--- config.mk ---
export PLATFORM = sky130hd
export DESIGN_NAME = line_if_host_serial_port
export DESIGN_NICKNAME = d
export VERILOG_FILES = /design/src/inc/line_if_pkg.sv /design/src/hw/edge_sync.sv /design/src/hw/line_if_host_serial_port.sv
export VERILOG_INCLUDE_DIRS = /design/src /design/src/inc
export SDC_FILE = /design/constraint.sdc
export NUM_CORES = 1
export LEC_CHECK = 0
export ABC_AREA = 1
export ABC_CLOCK_PERIOD_IN_PS = 5400
export BUFFER_PORTS_ARGS = -buffer_cell sky130_fd_sc_hd__buf_2
export CAP_MARGIN = 20
export CELL_PAD_IN_SITES_DETAIL_PLACEMENT = 1
export CELL_PAD_IN_SITES_GLOBAL_PLACEMENT = 1
export CORE_MARGIN = 1.5
export CORE_UTILIZATION = 28
export DETAILED_ROUTE_END_ITERATION = 16
export GPL_ROUTABILITY_DRIVEN = 1
export PLACE_DENSITY = 0.63
export SYNTH_ARGS = -nofsm -noshare
export SYNTH_HDL_FRONTEND = slang
export SYNTH_SLANG_ARGS = --single-unit
--- constraint.sdc ---
create_clock -name sys_clk -period 5.4 [get_ports sys_clk]
set_clock_uncertainty 0.2 [all_clocks]
set_input_delay 1.62 -clock sys_clk [delete_from_list [all_inputs] [get_ports sys_clk]]
set_output_delay 1.62 -clock sys_clk [all_outputs]
set_load 0.005 [all_outputs]
--- src/inc/line_if_regs.svh ---
// Register, command and timing constants of the host serial control port
`ifndef LINE_IF_REGS_SVH
`define LINE_IF_REGS_SVH

// Command byte layout, first bit on the wire is bit 0
`define CMD_RW_BIT          0
`define CMD_ADDR_LSB        1
`define CMD_ADDR_MSB        6
`define CMD_RW_READ         1'h1
`define LINE_CONTROL_ADDR   6'h10

// Write data fields of line_control
`define CTL_LOST_CLR        0
`define CTL_FAULT_CLR       1
`define CTL_LEN_LSB         2
`define CTL_LEN_MSB         4
`define CTL_FAR             5
`define CTL_NEAR            6
`define CTL_ONES            7

// Status codes for line_status bits 5..7, written {b5,b6,b7}
`define CODE_FAR            3'h4
`define CODE_CHANGED        1'h1

// Rising edge counts within a transfer
`define CNT_ZERO            5'h00
`define CNT_ONE             5'h01
`define CNT_CMD_DONE        5'h08
`define CNT_WRITE_DONE      5'h10
`define CNT_LIMIT           5'h11
// edge_select = 1: bits launch on falling edges after rises 8..15, off after rise 16
`define RD_FIRST_E1         5'h08
`define RD_END_E1           5'h10
// edge_select = 0: bits launch on rises 9..16, off at rise 17
`define RD_FIRST_E0         5'h09
`define RD_END_E0           5'h11

// Synchroniser lane assignment
`define SYNC_LANES          9
`define SYNC_SEL            0
`define SYNC_CLK            1
`define SYNC_DIN            2
`define SYNC_EDGE           3
`define SYNC_LOST           4
`define SYNC_FAULT          5
`define SYNC_RCLK           6
`define SYNC_RXP            7
`define SYNC_RXN            8

`endif

--- src/inc/line_if_pkg.sv ---
// Types shared by the host serial control port design
package line_if_pkg;

    typedef struct packed {
        logic s1;
        logic s2;
        logic s3;
    } sync_state_t;

    typedef enum logic [1:0] {
        phase_wait = 2'b00,
        phase_idle = 2'b01,
        phase_cmd  = 2'b10,
        phase_data = 2'b11
    } port_phase_t;

    typedef struct packed {
        logic [2:0] line_length;
        logic       far_loopback;
        logic       near_loopback;
        logic       send_all_ones;
        logic       device_reset;
    } line_ctrl_t;

    typedef struct packed {
        port_phase_t phase;
        logic [4:0]  rise_cnt;
        logic [7:0]  cmd_sr;
        logic [7:0]  data_sr;
        logic        is_read;
        logic        matched;
        logic [7:0]  out_sr;
        logic        out_bit;
        logic        out_en;
        line_ctrl_t  ctrl;
        logic        lost_mask;
        logic        fault_mask;
        logic        lost_changed;
        logic        fault_changed;
        logic        alarm_en;
        logic        rx_plus;
        logic        rx_minus;
    } port_state_t;

endpackage

--- src/hw/edge_sync.sv ---
// Two-stage synchroniser with edge detection for one pin
`timescale 1ns/100ps

module edge_sync (
    // Clock and reset
    input  wire logic sys_clk,
    input  wire logic reset_n,
    // Pin side
    input  wire logic pin,
    // Synchronised side
    output logic      level,
    output logic      rise,
    output logic      fall
);

    line_if_pkg::sync_state_t st_reg;
    line_if_pkg::sync_state_t st_next;

    always_comb begin
        st_next    = st_reg;
        st_next.s1 = pin;
        st_next.s2 = st_reg.s1;
        st_next.s3 = st_reg.s2;
    end

    always_ff @(posedge sys_clk) begin
        if (!reset_n) begin
            st_reg <= '0;
        end else begin
            st_reg <= st_next;
        end
    end

    // Only the second and third stages are looked at; s1 may be metastable
    assign level = st_reg.s2;
    assign rise  = st_reg.s2 & ~st_reg.s3;
    assign fall  = ~st_reg.s2 & st_reg.s3;

endmodule

--- src/hw/line_if_host_serial_port.sv ---
// Host-mode serial control port of a line interface: command decode, register, status and alarm
`timescale 1ns/100ps
`include "line_if_regs.svh"

module line_if_host_serial_port (
    // Clock and reset
    input  wire logic                    sys_clk,
    input  wire logic                    reset_n,
    // Serial control port pins
    input  wire logic                    select_n,
    input  wire logic                    port_clock,
    input  wire logic                    port_in,
    output logic                         port_out,
    output logic                         port_out_oe,
    input  wire logic                    edge_select,
    // Open-drain alarm, pin pulled low while enable is high
    output logic                         alarm_oe,
    // Line status from the detectors
    input  wire logic                    signal_lost,
    input  wire logic                    driver_fault,
    // Receive data retiming
    input  wire logic                    recovered_clock,
    input  wire logic                    rx_plus_in,
    input  wire logic                    rx_minus_in,
    output logic                         rx_plus,
    output logic                         rx_minus,
    // Control to the line datapath
    output line_if_pkg::line_ctrl_t      line_ctrl
);

    ////////////////////////////////////////////////////////////////////////////
    // Pin synchronisers

    logic [`SYNC_LANES-1:0] pins;
    logic [`SYNC_LANES-1:0] lvl;
    logic [`SYNC_LANES-1:0] rise;
    logic [`SYNC_LANES-1:0] fall;

    assign pins[`SYNC_SEL]   = select_n;
    assign pins[`SYNC_CLK]   = port_clock;
    assign pins[`SYNC_DIN]   = port_in;
    assign pins[`SYNC_EDGE]  = edge_select;
    assign pins[`SYNC_LOST]  = signal_lost;
    assign pins[`SYNC_FAULT] = driver_fault;
    assign pins[`SYNC_RCLK]  = recovered_clock;
    assign pins[`SYNC_RXP]   = rx_plus_in;
    assign pins[`SYNC_RXN]   = rx_minus_in;

    // Data and clock share the same latency, so a sampled bit lines up with its edge
    for (genvar i = 0; i < `SYNC_LANES; i++) begin : g_sync
        edge_sync u_sync (
            .sys_clk (sys_clk),
            .reset_n (reset_n),
            .pin     (pins[i]),
            .level   (lvl[i]),
            .rise    (rise[i]),
            .fall    (fall[i])
        );
    end

    ////////////////////////////////////////////////////////////////////////////
    // State

    line_if_pkg::port_state_t st_reg;
    line_if_pkg::port_state_t st_next;

    logic       sel_high;
    logic       clk_rise;
    logic       clk_fall;
    logic       din;
    logic       edge_hi;
    logic [4:0] cnt_inc;
    logic [7:0] cmd_full;
    logic [7:0] wr_data;
    logic [7:0] status_now;
    logic [2:0] code_now;

    assign sel_high = lvl[`SYNC_SEL];
    assign clk_rise = rise[`SYNC_CLK];
    assign clk_fall = fall[`SYNC_CLK];
    assign din      = lvl[`SYNC_DIN];
    assign edge_hi  = lvl[`SYNC_EDGE];

    // Extra clocks past the end of a transfer saturate and change nothing
    assign cnt_inc  = (st_reg.rise_cnt == `CNT_LIMIT) ? st_reg.rise_cnt : st_reg.rise_cnt + `CNT_ONE;
    assign cmd_full = {din, st_reg.cmd_sr[7:1]};
    assign wr_data  = {din, st_reg.data_sr[7:1]};

    ////////////////////////////////////////////////////////////////////////////
    // Status byte

    always_comb begin
        // Change flags outrank the loopback codes; far loopback outranks the rest
        if (st_reg.lost_changed | st_reg.fault_changed) begin
            code_now = {`CODE_CHANGED, st_reg.lost_changed, st_reg.fault_changed};
        end else if (st_reg.ctrl.far_loopback) begin
            code_now = `CODE_FAR;
        end else begin
            code_now = {1'h0, st_reg.ctrl.near_loopback, st_reg.ctrl.send_all_ones};
        end
        status_now = {code_now[0], code_now[1], code_now[2], st_reg.ctrl.line_length,
                      lvl[`SYNC_FAULT], lvl[`SYNC_LOST]};
    end

    ////////////////////////////////////////////////////////////////////////////
    // Next state

    always_comb begin
        st_next                   = st_reg;
        st_next.ctrl.device_reset = 1'h0;

        if (sel_high) begin
            // Select high ends any transfer at once and floats the output
            st_next.phase    = line_if_pkg::phase_idle;
            st_next.rise_cnt = `CNT_ZERO;
            st_next.out_en   = 1'h0;
        end else begin
            case (st_reg.phase)
                line_if_pkg::phase_wait: begin
                    // Select low without a prior high: not a transfer
                    st_next.out_en = 1'h0;
                end
                line_if_pkg::phase_idle: begin
                    // Clock level at this point does not matter; only rises count
                    st_next.phase    = line_if_pkg::phase_cmd;
                    st_next.rise_cnt = `CNT_ZERO;
                    st_next.matched  = 1'h0;
                    st_next.is_read  = 1'h0;
                    st_next.out_en   = 1'h0;
                end
                line_if_pkg::phase_cmd: begin
                    if (clk_rise) begin
                        st_next.cmd_sr   = cmd_full;
                        st_next.rise_cnt = cnt_inc;
                        if (cnt_inc == `CNT_CMD_DONE) begin
                            st_next.phase   = line_if_pkg::phase_data;
                            st_next.is_read = (cmd_full[`CMD_RW_BIT] == `CMD_RW_READ);
                            // Bit 7 takes no part in the match
                            st_next.matched = (cmd_full[`CMD_ADDR_MSB:`CMD_ADDR_LSB]
                                               == `LINE_CONTROL_ADDR);
                            // Snapshot so the byte stays coherent while it shifts out
                            st_next.out_sr  = status_now;
                        end
                    end
                end
                line_if_pkg::phase_data: begin
                    if (clk_rise) begin
                        st_next.rise_cnt = cnt_inc;
                        if (st_reg.rise_cnt < `CNT_WRITE_DONE) begin
                            st_next.data_sr = wr_data;
                        end
                        if (!edge_hi && st_reg.is_read && st_reg.matched) begin
                            if (cnt_inc >= `RD_FIRST_E0 && cnt_inc < `RD_END_E0) begin
                                st_next.out_bit = st_reg.out_sr[3'(cnt_inc - `RD_FIRST_E0)];
                                st_next.out_en  = 1'h1;
                            end else if (cnt_inc == `RD_END_E0) begin
                                st_next.out_en = 1'h0;
                            end
                        end
                        if (edge_hi && cnt_inc == `RD_END_E1) begin
                            st_next.out_en = st_reg.out_en;
                        end
                    end
                    if (clk_fall && edge_hi && st_reg.is_read && st_reg.matched) begin
                        if (st_reg.rise_cnt >= `RD_FIRST_E1 && st_reg.rise_cnt < `RD_END_E1) begin
                            st_next.out_bit = st_reg.out_sr[3'(st_reg.rise_cnt - `RD_FIRST_E1)];
                            st_next.out_en  = 1'h1;
                        end else if (st_reg.rise_cnt >= `RD_END_E1) begin
                            st_next.out_en = 1'h0;
                        end
                    end
                    // A write or an unmatched command never drives the pin
                    if (!(st_reg.is_read && st_reg.matched)) begin
                        st_next.out_en = 1'h0;
                    end
                end
                default: begin
                    st_next.phase = line_if_pkg::phase_wait;
                end
            endcase
        end

        // Register write on the rise that brings in the last data bit
        if (!sel_high && st_reg.phase == line_if_pkg::phase_data && clk_rise
            && cnt_inc == `CNT_WRITE_DONE && st_reg.rise_cnt != `CNT_WRITE_DONE
            && !st_reg.is_read && st_reg.matched) begin
            if (wr_data[`CTL_FAR] && wr_data[`CTL_NEAR]) begin
                st_next.ctrl          = '0;
                st_next.ctrl.device_reset = 1'h1;
                st_next.lost_mask     = 1'h0;
                st_next.fault_mask    = 1'h0;
                st_next.lost_changed  = 1'h0;
                st_next.fault_changed = 1'h0;
            end else begin
                st_next.ctrl.line_length   = wr_data[`CTL_LEN_MSB:`CTL_LEN_LSB];
                st_next.ctrl.far_loopback  = wr_data[`CTL_FAR];
                st_next.ctrl.near_loopback = wr_data[`CTL_NEAR];
                st_next.ctrl.send_all_ones = wr_data[`CTL_ONES];
                // 1 masks and clears the source, 0 re-enables it
                st_next.lost_mask  = wr_data[`CTL_LOST_CLR];
                st_next.fault_mask = wr_data[`CTL_FAULT_CLR];
                if (wr_data[`CTL_LOST_CLR]) begin
                    st_next.lost_changed = 1'h0;
                end
                if (wr_data[`CTL_FAULT_CLR]) begin
                    st_next.fault_changed = 1'h0;
                end
            end
        end

        // Status changes set after the write, so an edge in the clear cycle survives
        if ((rise[`SYNC_LOST] | fall[`SYNC_LOST]) && !st_reg.lost_mask) begin
            st_next.lost_changed = 1'h1;
        end
        if ((rise[`SYNC_FAULT] | fall[`SYNC_FAULT]) && !st_reg.fault_mask) begin
            st_next.fault_changed = 1'h1;
        end

        // Reads touch nothing here, so a pending alarm stays until a clear write
        st_next.alarm_en = st_next.lost_changed | st_next.fault_changed;

        // Receive retiming on the recovered clock, independent of the port clock
        if ((edge_hi && rise[`SYNC_RCLK]) || (!edge_hi && fall[`SYNC_RCLK])) begin
            st_next.rx_plus  = lvl[`SYNC_RXP];
            st_next.rx_minus = lvl[`SYNC_RXN];
        end
    end

    ////////////////////////////////////////////////////////////////////////////
    // Registers

    // Registers run on sys_clk only; every pin, recovered_clock included, is seen through its synchroniser
    always_ff @(posedge sys_clk) begin
        if (!reset_n) begin
            st_reg <= '0;
        end else begin
            st_reg <= st_next;
        end
    end

    ////////////////////////////////////////////////////////////////////////////
    // Outputs

    assign port_out    = st_reg.out_bit;
    assign port_out_oe = st_reg.out_en;
    assign alarm_oe    = st_reg.alarm_en;
    assign rx_plus     = st_reg.rx_plus;
    assign rx_minus    = st_reg.rx_minus;
    assign line_ctrl   = st_reg.ctrl;

endmodule

==> metrics.yaml, run 1 <==
status: "complete, no violations"
multiInputGateArea_um2: 1370
max_slew.worst_pin.slew_ns: 0.9338
worstHoldPathType: "flop to flop"
syn_area_um2: 3082
avgRoutedWirePerCell_um: 12.36
p_leak_uw: 0.001636
setup_repair_after_global_routing_missed_its_margin: "no"
criticalPathCategory: "input pin to flop"
synth_xor_area_frac: 0.008526
slowest_stage: "buf_2"
largest_register_ffs: 28
synth_top_flop_cell: "dfxtp_1"
synth-async-reset-ratio: 0
post_cts.resized_instances: 0
yosys.cell_types.count: 29
tns_ns: 0
fp.coreArea_um2: 10790
via_count: 2641
port_buffers: 22
number_of_global_route_vias_before_repair: 2705
synth_compound_area_frac: 0.1320
first_pass_iters: 4
dieWidth_um: 107.9
vias_per_cell: 4.484
startpoint_type: "input pin"
n_antenna_cell: 0
slew_viol_final: 0
maxCapViolCount: 0
clock_buffer_count_from_cts: 9
drcViolationCount: 0
seqCellArea_um2: 1381
power_density_nw_per_um2: 292.6
syn-num-nets: 444
critPathCaptureType: "flop"
globalRoute.totalOverflow: 0
dieArea_um2: 11640
synth.area.mux_share: 0
synth.yosys.seq_area_share: 0.4482
grt_util_met2: 0.2243
initial_antenna_violation_count: 0
rows: 38
hold_ws_ns: 0.2177
synthAdderAreaFrac: 0.03248
gp_congestion: 0.7718
number_of_filler_cells_placed_in_the_layout: 1336
yosys.area.top_type_share: 0.4482
ant_nets: 0
irDropWorstVdd_mv: 0.1338
combinational_family_with_the_most_area_after_synthesis: "simple AND/OR/NAND/NOR gates"
crit_top_cell: "inv_1"
ys_top_cells_by_count: "nand2_1, dfxtp_1, inv_1, nor2_1, o21ai_0"
root_buffer: "clkbuf_8"
mean_cell_area_of_the_mapped_netlist_um2: 7.251
drt_iter0_drc: 93
yosysWarnings: 0
cts_max_level: 3
cts_tree: "yes"
cts.path.max_buffers: 2
ys_ff_latch: 69
path_max_fanout: 57
yosysMostFrequentCell: "nand2_1"
finalHoldViolations: 0
floorplan.initialDensity: 0.2855
floorplan.die.height_um: 107.9
layout_worst_path_cycle_share: 0.5592
cts.sink_count: 69
worst-endpoint-arrival_ns: 3.10
post_synthesis_simple_gate_area_fraction: 0.2716
dp.final_hpwl_um: 5500
count_of_flip_flops_with_a_built_in_enable_after_synthesis: 0
synth.largest_area_cell: "dfxtp_1"
cts_hold_repair.buffers: 0
final_worst_path_period_need_ns: 3.020
globalRoute.busiestLayer: "met2"
crit_path_cell_trace: "buf_2 -> inv_1 -> nor2_1 -> inv_1 -> a21oi_1"
wirelength_routed_um: 7280
grt_start_max_net_pins: 58
grt_usage: 0.1394
maxSlewHeadroom: 0.3774
globalRouteMet1Util: 0.1838
areaGrowthSynthToFinish_pct: 13.52
clock_latency_on_the_worst_skew_pair_ns: 0.35
final-setup-viol-count: 0
design.final.nets: 463
clk_pin_slew_worst_paths_ns: 0.07
met3_usage: 0.03148
wire_length_of_the_first_global_routing_pass_um: 12770
synthCells: 425
post_cts_buffers: 0
ios: 23
slowest_delay_ns: 0.70
achievable-frequency_ghz: 0.3312
worst_ep_required_time_ns: 5.48
drive_above_1_share: 0.1269
synth.top_cells.by_area: "dfxtp_1, nand2_1, inv_1, nor2_1, o21ai_0"
worst max-delay path: cells and delay by family:
family                 cells  cell delay (ns)
buffers and inverters      3             1.14
AND/OR/NAND/NOR            1             0.20
AO/OA/AOI/OAI              1             0.12
logic make-up after synthesis:
group / after synthesis
AOI/OAI and AO/OA: 76
xor gates and xnor gates: 3
adders and majority gates: 8
buffers and inverters: 81
DFF: 69
and+or+nand+nor: 188
final timing paths:
path                                                  start                endpoint  slack, ns  depth (start not counted)
worst min-delay path            g_sync[8].u_sync.st_next[1]  g_sync[8].u_sync.level       0.22                          2
worst min register to register  g_sync[8].u_sync.st_next[1]  g_sync[8].u_sync.level       0.22                          2
worst max-delay path                                reset_n              st_reg[45]       2.38                          5
worst max register to register                   st_reg[42]             port_out_oe       2.83                         17
per-stage QoR:
stage | cells | instance area [um2] | worst slack [ns] | power (uW) | utilization
final | 589 | 3498 | 2.380 | 1023 | 0.3241
after global placement | 573 | 3288 | 2.028 | 594.5 | 0.3047
after global routing | 589 | 3498 | 2.140 | 1070 | 0.3241
after CTS | 589 | 3498 | 2.344 | 1039 | 0.3241
after floorplan | 425 | 3082 | 2.806 | 579.1 | -
after detailed placement | 573 | 3288 | 1.982 | 596.8 | 0.3047
report_power, final:
group | internal, uW | leakage (uW) | switching [uW] | total [uW]
Combinational | 18.6 | 0.000973 | 33.5 | 52.0
Sequential | 523 | 0.000561 | 9.41 | 532
Clock | 238 | 0.000102 | 201 | 439
Total | 779 | 0.00164 | 244 | 1020
area by class of cell:
class	count	share of cell area
Clock inverter	5	0.01681
Clock buffer	11	0.04328
Multi-Input combinational cell	275	0.3916
Inverter	67	0.07189
Timing Repair Buffer	22	0.03147
Sequential cell	69	0.3948
Tap cell	140	0.05007
per-layer routing:
metal / up-vias / wire [um]
met5: - / 0
met4: 0 / 88
met3: 8 / 186
met2: 26 / 3362
met1: 1233 / 3643
li1: 1374 / -
cell usage in the layout (no fill, tap or decap), drive strengths merged:
| cell | netlist | final |
|---|---|---|
| a21oi | 23 | 23 |
| a22oi | 1 | 1 |
| a311oi | 1 | 1 |
| a31oi | 2 | 2 |
| buf | 9 | 22 |
| bufinv | 0 | 1 |
| clkbuf | 5 | 11 |
| clkinv | 0 | 2 |
| clkinvlp | 0 | 2 |
| dfxtp | 69 | 69 |
| ha | 8 | 8 |
| inv | 67 | 67 |
| nand2 | 90 | 90 |
| nand3 | 25 | 25 |
| nand3b | 2 | 2 |
| nand4 | 3 | 3 |
| nor2 | 63 | 63 |
| nor3 | 4 | 4 |
| nor4 | 1 | 1 |
| o21ai | 46 | 46 |
| o31ai | 3 | 3 |
| xor2 | 3 | 3 |
Power figures use the tool's default switching activity.
==> run 2: changes to the inputs <==
--- a/config.mk
+++ b/config.mk
@@ -7,7 +7,7 @@
 export NUM_CORES = 1
 export LEC_CHECK = 0
 export ABC_AREA = 1
-export ABC_CLOCK_PERIOD_IN_PS = 5400
+export ABC_CLOCK_PERIOD_IN_PS = 2800
 export BUFFER_PORTS_ARGS = -buffer_cell sky130_fd_sc_hd__buf_2
 export CAP_MARGIN = 20
 export CELL_PAD_IN_SITES_DETAIL_PLACEMENT = 1
==> constraint.sdc (replaced) <==
create_clock -name sys_clk -period 2.8 [get_ports sys_clk]
set_clock_uncertainty 0.2 [all_clocks]
set_input_delay 0.84 -clock sys_clk [delete_from_list [all_inputs] [get_ports sys_clk]]
set_output_delay 0.84 -clock sys_clk [all_outputs]
set_load 0.005 [all_outputs]
==> metrics.yaml, run 2 (synthesis results as in run 1) <==
initial_antenna_violation_count: 0  # unchanged
first_pass_iters: 4  # unchanged
final_cell_mix: "nand2_1, dfxtp_1, inv_1, nor2_1, o21ai_0"
cts_hold_repair.buffers: 0  # unchanged
dieArea_um2: 11640  # unchanged
post_cts.resized_instances: 0  # unchanged
fp.coreArea_um2: 10790  # unchanged
areaGrowthSynthToFinish_pct: 14.90
number_of_global_route_vias_before_repair: 2742  # +1.4%
clk_pin_slew_worst_paths_ns: 0.08  # about the same
hold_ws_ns: 0.2141  # -0.003557 ns
cts.path.max_buffers: 2  # unchanged
port_buffers: 22  # unchanged
final-setup-viol-count: 0  # unchanged
cts_tree: "yes"
timing.critical_path.buf_inv: 4  # +1
drcViolationCount: 0  # unchanged
wirelength_routed_um: 7563  # +3.9%
root_buffer: "clkbuf_8"
dp.final_hpwl_um: 5713  # +3.9%
floorplan.die.height_um: 107.9  # unchanged
finalHoldViolations: 0  # unchanged
avgRoutedWirePerCell_um: 12.78  # +3.4%
clock_latency_on_the_worst_skew_pair_ns: 0.35  # about the same
rows: 38  # unchanged
dieWidth_um: 107.9  # unchanged
slowest_stage: "dfxtp_1"
maxSlewHeadroom: 0.7136  # +0.3361
post_cts_buffers: 0  # unchanged
worst_ep_required_time_ns: 2.83  # -2.65 ns
final_worst_path_period_need_ns: 2.526
grt_usage: 0.1428  # +0.003377
n_antenna_cell: 0  # unchanged
globalRoute.totalOverflow: 0  # unchanged
criticalPathCategory: "flop to flop"
p_leak_uw: 0.001665  # +1.8%
achievable-frequency_ghz: 0.3959
drive_above_1_share: 0.1327  # +0.005795
clock_buffer_count_from_cts: 9  # unchanged
irDropWorstVdd_mv: 0.3413  # +160%
cts.sink_count: 69  # unchanged
design.final.nets: 466  # +0.65%
p_total_uw: 2065  # +100%
gp_congestion: 0.7952  # +3.0%
cp_top_family: "simple AND/OR/NAND/NOR gates"
tns_ns: 0  # unchanged
slowest_delay_ns: 0.50  # -0.20 ns
drt_iter0_drc: 67  # -28%
utilization: 0.3281  # +0.003942
floorplan.initialDensity: 0.2855  # unchanged
path_max_fanout: 9  # -84%
worstHoldPathType: "flop to flop"
cts_max_level: 3  # unchanged
startpoint_type: "flop"
ant_nets: 0  # unchanged
number_of_filler_cells_placed_in_the_layout: 1357  # +1.6%
grt_start_max_net_pins: 28  # -52%
worst-endpoint-arrival_ns: 2.56  # -0.54 ns
status: "complete, no violations"
max_slew.worst_pin.slew_ns: 0.4286  # -0.5052 ns
critPathCaptureType: "flop"
slew_viol_final: 0  # unchanged
via_count: 2712  # +2.7%
final_common_cell: "nand2_1"
largest_register_ffs: 28  # unchanged
layout_worst_path_cycle_share: 0.9020
wire_length_of_the_first_global_routing_pass_um: 13100  # +2.5%
setup_repair_after_global_routing_missed_its_margin: "no"
vias_per_cell: 4.581  # +2.2%
maxCapViolCount: 0  # unchanged
power_density_nw_per_um2: 583.3  # +99%
ios: 23  # unchanged
crit_path_cell_trace: "inv_1 -> ha_1 -> inv_1 -> nor2_1 -> nand2_2 -> nand2_1 -> nand2_2 -> inv_2 -> ha_1 -> inv_1 -> nand3_1 -> nand3_1 -> nand3_1 -> nand2_1 -> a21oi_1"
-- run 2: worst paths after layout --
path,from,to,slack [ns],cells after the start
worst max-delay path,st_reg[43],port_out,0.27,15
worst min-delay path,g_sync[2].u_sync.st_next[1],g_sync[2].u_sync.level,0.21,2
worst max register to register,st_reg[43],port_out,0.27,15
worst min register to register,g_sync[2].u_sync.st_next[1],g_sync[2].u_sync.level,0.21,2
-- run 2: power by group --
part	switching (uW)	leakage (uW)	internal, uW
sequential	17.2	0.000561	1010
clock	420	0.000116	515
combinational	68.5	0.000988	37.4
-- run 2: through the flow --
step	cells	worst slack, ns	cell area, um2
6_report	592	0.2744	3541
5_1_grt	592	0.04329	3541
4_1_cts	592	0.2725	3541
3_5_place_dp	576	0.2753	3311
3_3_place_gp	576	0.4263	3311
2_1_floorplan	425	0.6771	3082
-- run 2: final cells by class --
| class | instances | area, um2 | share of cell area |
|---|---|---|---|
| tap | 140 | 175.2 | 0.04947 |
| timing repair buffer | 25 | 132.6 | 0.03746 |
| clock buffer | 9 | 123.9 | 0.03498 |
| sequential | 69 | 1381 | 0.3901 |
| clock inverter | 7 | 106.4 | 0.03004 |
| multi-input combinational | 275 | 1370 | 0.3869 |
| inverter | 67 | 251.5 | 0.07102 |
-- run 2: metal layers --
metal,global-route usage,vias up,share of wire
li1,-,1384,-
met1,0.1843,1280,0.49
met2,0.2361,40,0.46
met3,0.03632,8,0.036
met4,0.04041,0,0.013
met5,0,-,0
-- run 2: tightest hold or removal path: cells and delay by family (launching register included) --
family,cells,cell delay [ns]
buffers and inverters,1,0.04
and+or+nand+nor,1,0.05
DFF,1,0.31
==> run 3: changes to the inputs <==
--- a/config.mk
+++ b/config.mk
@@ -6,7 +6,7 @@
 export SDC_FILE = /design/constraint.sdc
 export NUM_CORES = 1
 export LEC_CHECK = 0
-export ABC_AREA = 1
+export ABC_AREA = 0
 export ABC_CLOCK_PERIOD_IN_PS = 2800
 export BUFFER_PORTS_ARGS = -buffer_cell sky130_fd_sc_hd__buf_2
 export CAP_MARGIN = 20
@@ -16,7 +16,7 @@
 export CORE_UTILIZATION = 28
 export DETAILED_ROUTE_END_ITERATION = 16
 export GPL_ROUTABILITY_DRIVEN = 1
-export PLACE_DENSITY = 0.63
+export PLACE_DENSITY = 0.6
 export SYNTH_ARGS = -nofsm -noshare
 export SYNTH_HDL_FRONTEND = slang
 export SYNTH_SLANG_ARGS = --single-unit
==> metrics.yaml, run 3 <==
yosys.area.top_type_share: 0.4187  # -0.02958
syn-num-nets: 372  # -16%
criticalPathCategory: "flop to flop"
synthCells: 353  # -17%
worst_r2r_endpoint: "port_out"
synth.top_cells.by_area: "dfxtp_1, mux2i_1, and2_1, nor2b_1, nand2_1"
n_antenna_cell: 0  # unchanged
postLayoutSetupSlackWorst_ns: 0.1292  # -0.1452 ns
multiInputGateArea_um2: 1785  # +30%
tns_ns: 0  # unchanged
layout_worst_path_cycle_share: 0.9538  # +0.05185
clock_buffer_count_from_cts: 9  # unchanged
mean_cell_area_of_the_mapped_netlist_um2: 9.347  # +29%
clk_pin_slew_worst_paths_ns: 0.06  # -0.02 ns
largest_register_ffs: 28  # unchanged
p_leak_uw: 0.001427  # -14%
irDropWorstVdd_mv: 0.3145  # -7.9%
areaGrowthSynthToFinish_pct: 18.43
synth-async-reset-ratio: 0  # unchanged
cts.path.max_buffers: 2  # unchanged
cts.sink_count: 69  # unchanged
first_pass_iters: 4  # unchanged
synth_top_flop_cell: "dfxtp_1"
hold_path_end: "g_sync[7].u_sync.level"
final-setup-viol-count: 0  # unchanged
final_cell_mix: "dfxtp_1, nand2_1, and2_1, mux2i_1, buf_2"
ios: 23  # unchanged
fp.coreArea_um2: 11470  # +6.2%
initial_antenna_violation_count: 0  # unchanged
cts_max_level: 3  # unchanged
cts_tree: "yes"
worst_ep_required_time_ns: 2.87  # +0.04 ns
ys_ff_latch: 69  # unchanged
yosys.cell_types.count: 58  # +100%
number_of_global_route_vias_before_repair: 2466  # -10%
vias_per_cell: 4.725  # +3.1%
timing.reg2reg.worst_path_depth: 9  # -6
startpoint_type: "flop"
yosysWarnings: 0  # unchanged
hold_depth: 1  # -1
setup.reg_to_reg.worst_slack_ns: 0.13  # -0.15 ns
grt_start_max_net_pins: 54  # +93%
yosysMostFrequentCell: "dfxtp_1"
port_buffers: 22  # unchanged
post_cts_buffers: 0  # unchanged
wire_length_of_the_first_global_routing_pass_um: 12510  # -4.5%
final_worst_path_period_need_ns: 2.671  # +0.1452 ns
via_count: 2471  # -8.9%
post-place-ws_ns: 0.09557  # -0.1797 ns
floorplan.initialDensity: 0.2877  # +0.002193
timing.hold.worst.start: "g_sync[7].u_sync.st_next[1]"
path_max_fanout: 6  # -3
final_common_cell: "dfxtp_1"
startpoint_of_the_most_critical_register_to_register_path: "st_reg[42]"
dieWidth_um: 111.6  # +3.4%
ys_top_cells_by_count: "dfxtp_1, nand2_1, and2_1, mux2i_1"
drt_iter0_drc: 105  # +57%
power_density_nw_per_um2: 596.1  # +2.2%
gp_congestion: 0.7663  # -3.6%
wirelength_routed_um: 7449  # -1.5%
design.final.nets: 394  # -15%
maxCapViolCount: 0  # unchanged
maxSlewHeadroom: 0.6094  # -0.1041
finalHoldViolations: 0  # unchanged
critPathCaptureType: "flop"
clock_latency_on_the_worst_skew_pair_ns: 0.32  # -0.03 ns
worst-endpoint-arrival_ns: 2.74  # +0.18 ns
status: "complete, no violations"
count_of_flip_flops_with_a_built_in_enable_after_synthesis: 0  # unchanged
setup_repair_after_global_routing_missed_its_margin: "no"
avgRoutedWirePerCell_um: 14.24  # +11%
ant_nets: 0  # unchanged
synth.largest_area_cell: "dfxtp_1"
synth.yosys.seq_area_share: 0.4187  # -0.02958
dieArea_um2: 12440  # +6.9%
seqCellArea_um2: 1381  # unchanged
slew_viol_final: 0  # unchanged
rows: 39  # +2.6%
dp.final_hpwl_um: 5479  # -4.1%
drive_above_1_share: 0.1763  # +0.04357
drcViolationCount: 0  # unchanged
floorplan.die.height_um: 111.6  # +3.4%
achievable-frequency_ghz: 0.3744  # -5.4%
globalRoute.totalOverflow: 0  # unchanged
root_buffer: "clkbuf_16"
grt_usage: 0.1259  # -0.01690
number_of_filler_cells_placed_in_the_layout: 1330  # -2.0%
max_slew.worst_pin.slew_ns: 0.5696  # +0.1409 ns
worstHoldPathType: "flop to flop"
syn_area_um2: 3299  # +7.1%
==> run 3: cell families (layout without fill, tap and decap cells) <==
kind of cell             Yosys count  after routing  synth area share
AND/OR/NAND/NOR                  156            156            0.2643
adder cells (fa/ha/maj)            8              8           0.03034
multiplexers                      27             27           0.09367
AO/OA/AOI/OAI                     57             57            0.1286
flip-flops                        69             69            0.4187
XOR/XNOR                           5              5           0.01555
buffers and inverters             31             58           0.04892
==> run 3: worst max path at each step <==
stage | start | to | slack (ns) | depth (start not counted)
after CTS | st_reg[42] | port_out | 0.04 | 9
after global placement | st_reg[42] | port_out | 0.18 | 9
final | st_reg[42] | port_out | 0.13 | 9
after detailed placement | st_reg[42] | port_out | 0.1 | 9
after global routing | st_reg[42] | port_out | 0.003 | 10
after floorplan | st_reg[43] | port_out | 0.04 | 12
==> run 3: where the power goes <==
group	switching [uW]	internal [uW]	leakage, uW
clock	431	782	0.000156
sequential	15.5	1000	0.000561
combinational	49.8	47.6	0.000710
total	496	1830	0.00143
==> run 3: repair_timing <==
action / 4_1_cts / 5_1_grt
hold buffers: 0 / 0
gates resized for setup: 0 / 3
setup endpoints to repair: 0 / 1
==> run 3: cell type report <==
class / count / area share
clock buffers: 9 / 0.05764
flip-flops and latches: 69 / 0.3535
clock inverters: 7 / 0.02434
inverters: 5 / 0.004803
multi-input cells: 253 / 0.4569
repair buffers: 37 / 0.05700
well taps: 143 / 0.04579
==> run 3: worst max-delay path, cell delays in order (launching register included) <==
cell and delay [ns]:
dfxtp_1 0.39, ha_1 0.21, and4bb_4 0.30, mux2i_4 0.28, ha_4 0.25, mux2_2 0.22, o21ai_0 0.07, a2111o_1 0.41
a21oi_1 0.14, o31a_1 0.15
==> run 3: metrics by stage <==
stage	util	cells	hold slack (ns)	total power [uW]	cell area, um2
6_report	0.3408	523	0.2334	2329	3908
5_1_grt	0.3408	523	0.2502	2430	3908
4_1_cts	0.3397	523	0.2371	2372	3895
3_5_place_dp	0.3117	507	0.2222	1140	3575
3_3_place_gp	0.3117	507	0.2141	1137	3575
2_1_floorplan	-	353	0.2119	1108	3318
==> run 3: layer usage <==
| metal | vias up | part of all wire | track usage | wire length [um] |
|---|---|---|---|---|
| li1 | 1250 | - | - | - |
| met1 | 1193 | 0.51 | 0.1686 | 3788 |
| met2 | 21 | 0.46 | 0.1959 | 3399 |
| met3 | 7 | 0.023 | 0.03430 | 175 |
| met4 | 0 | 0.012 | 0.04388 | 86 |
| met5 | - | 0 | 0 | 0 |
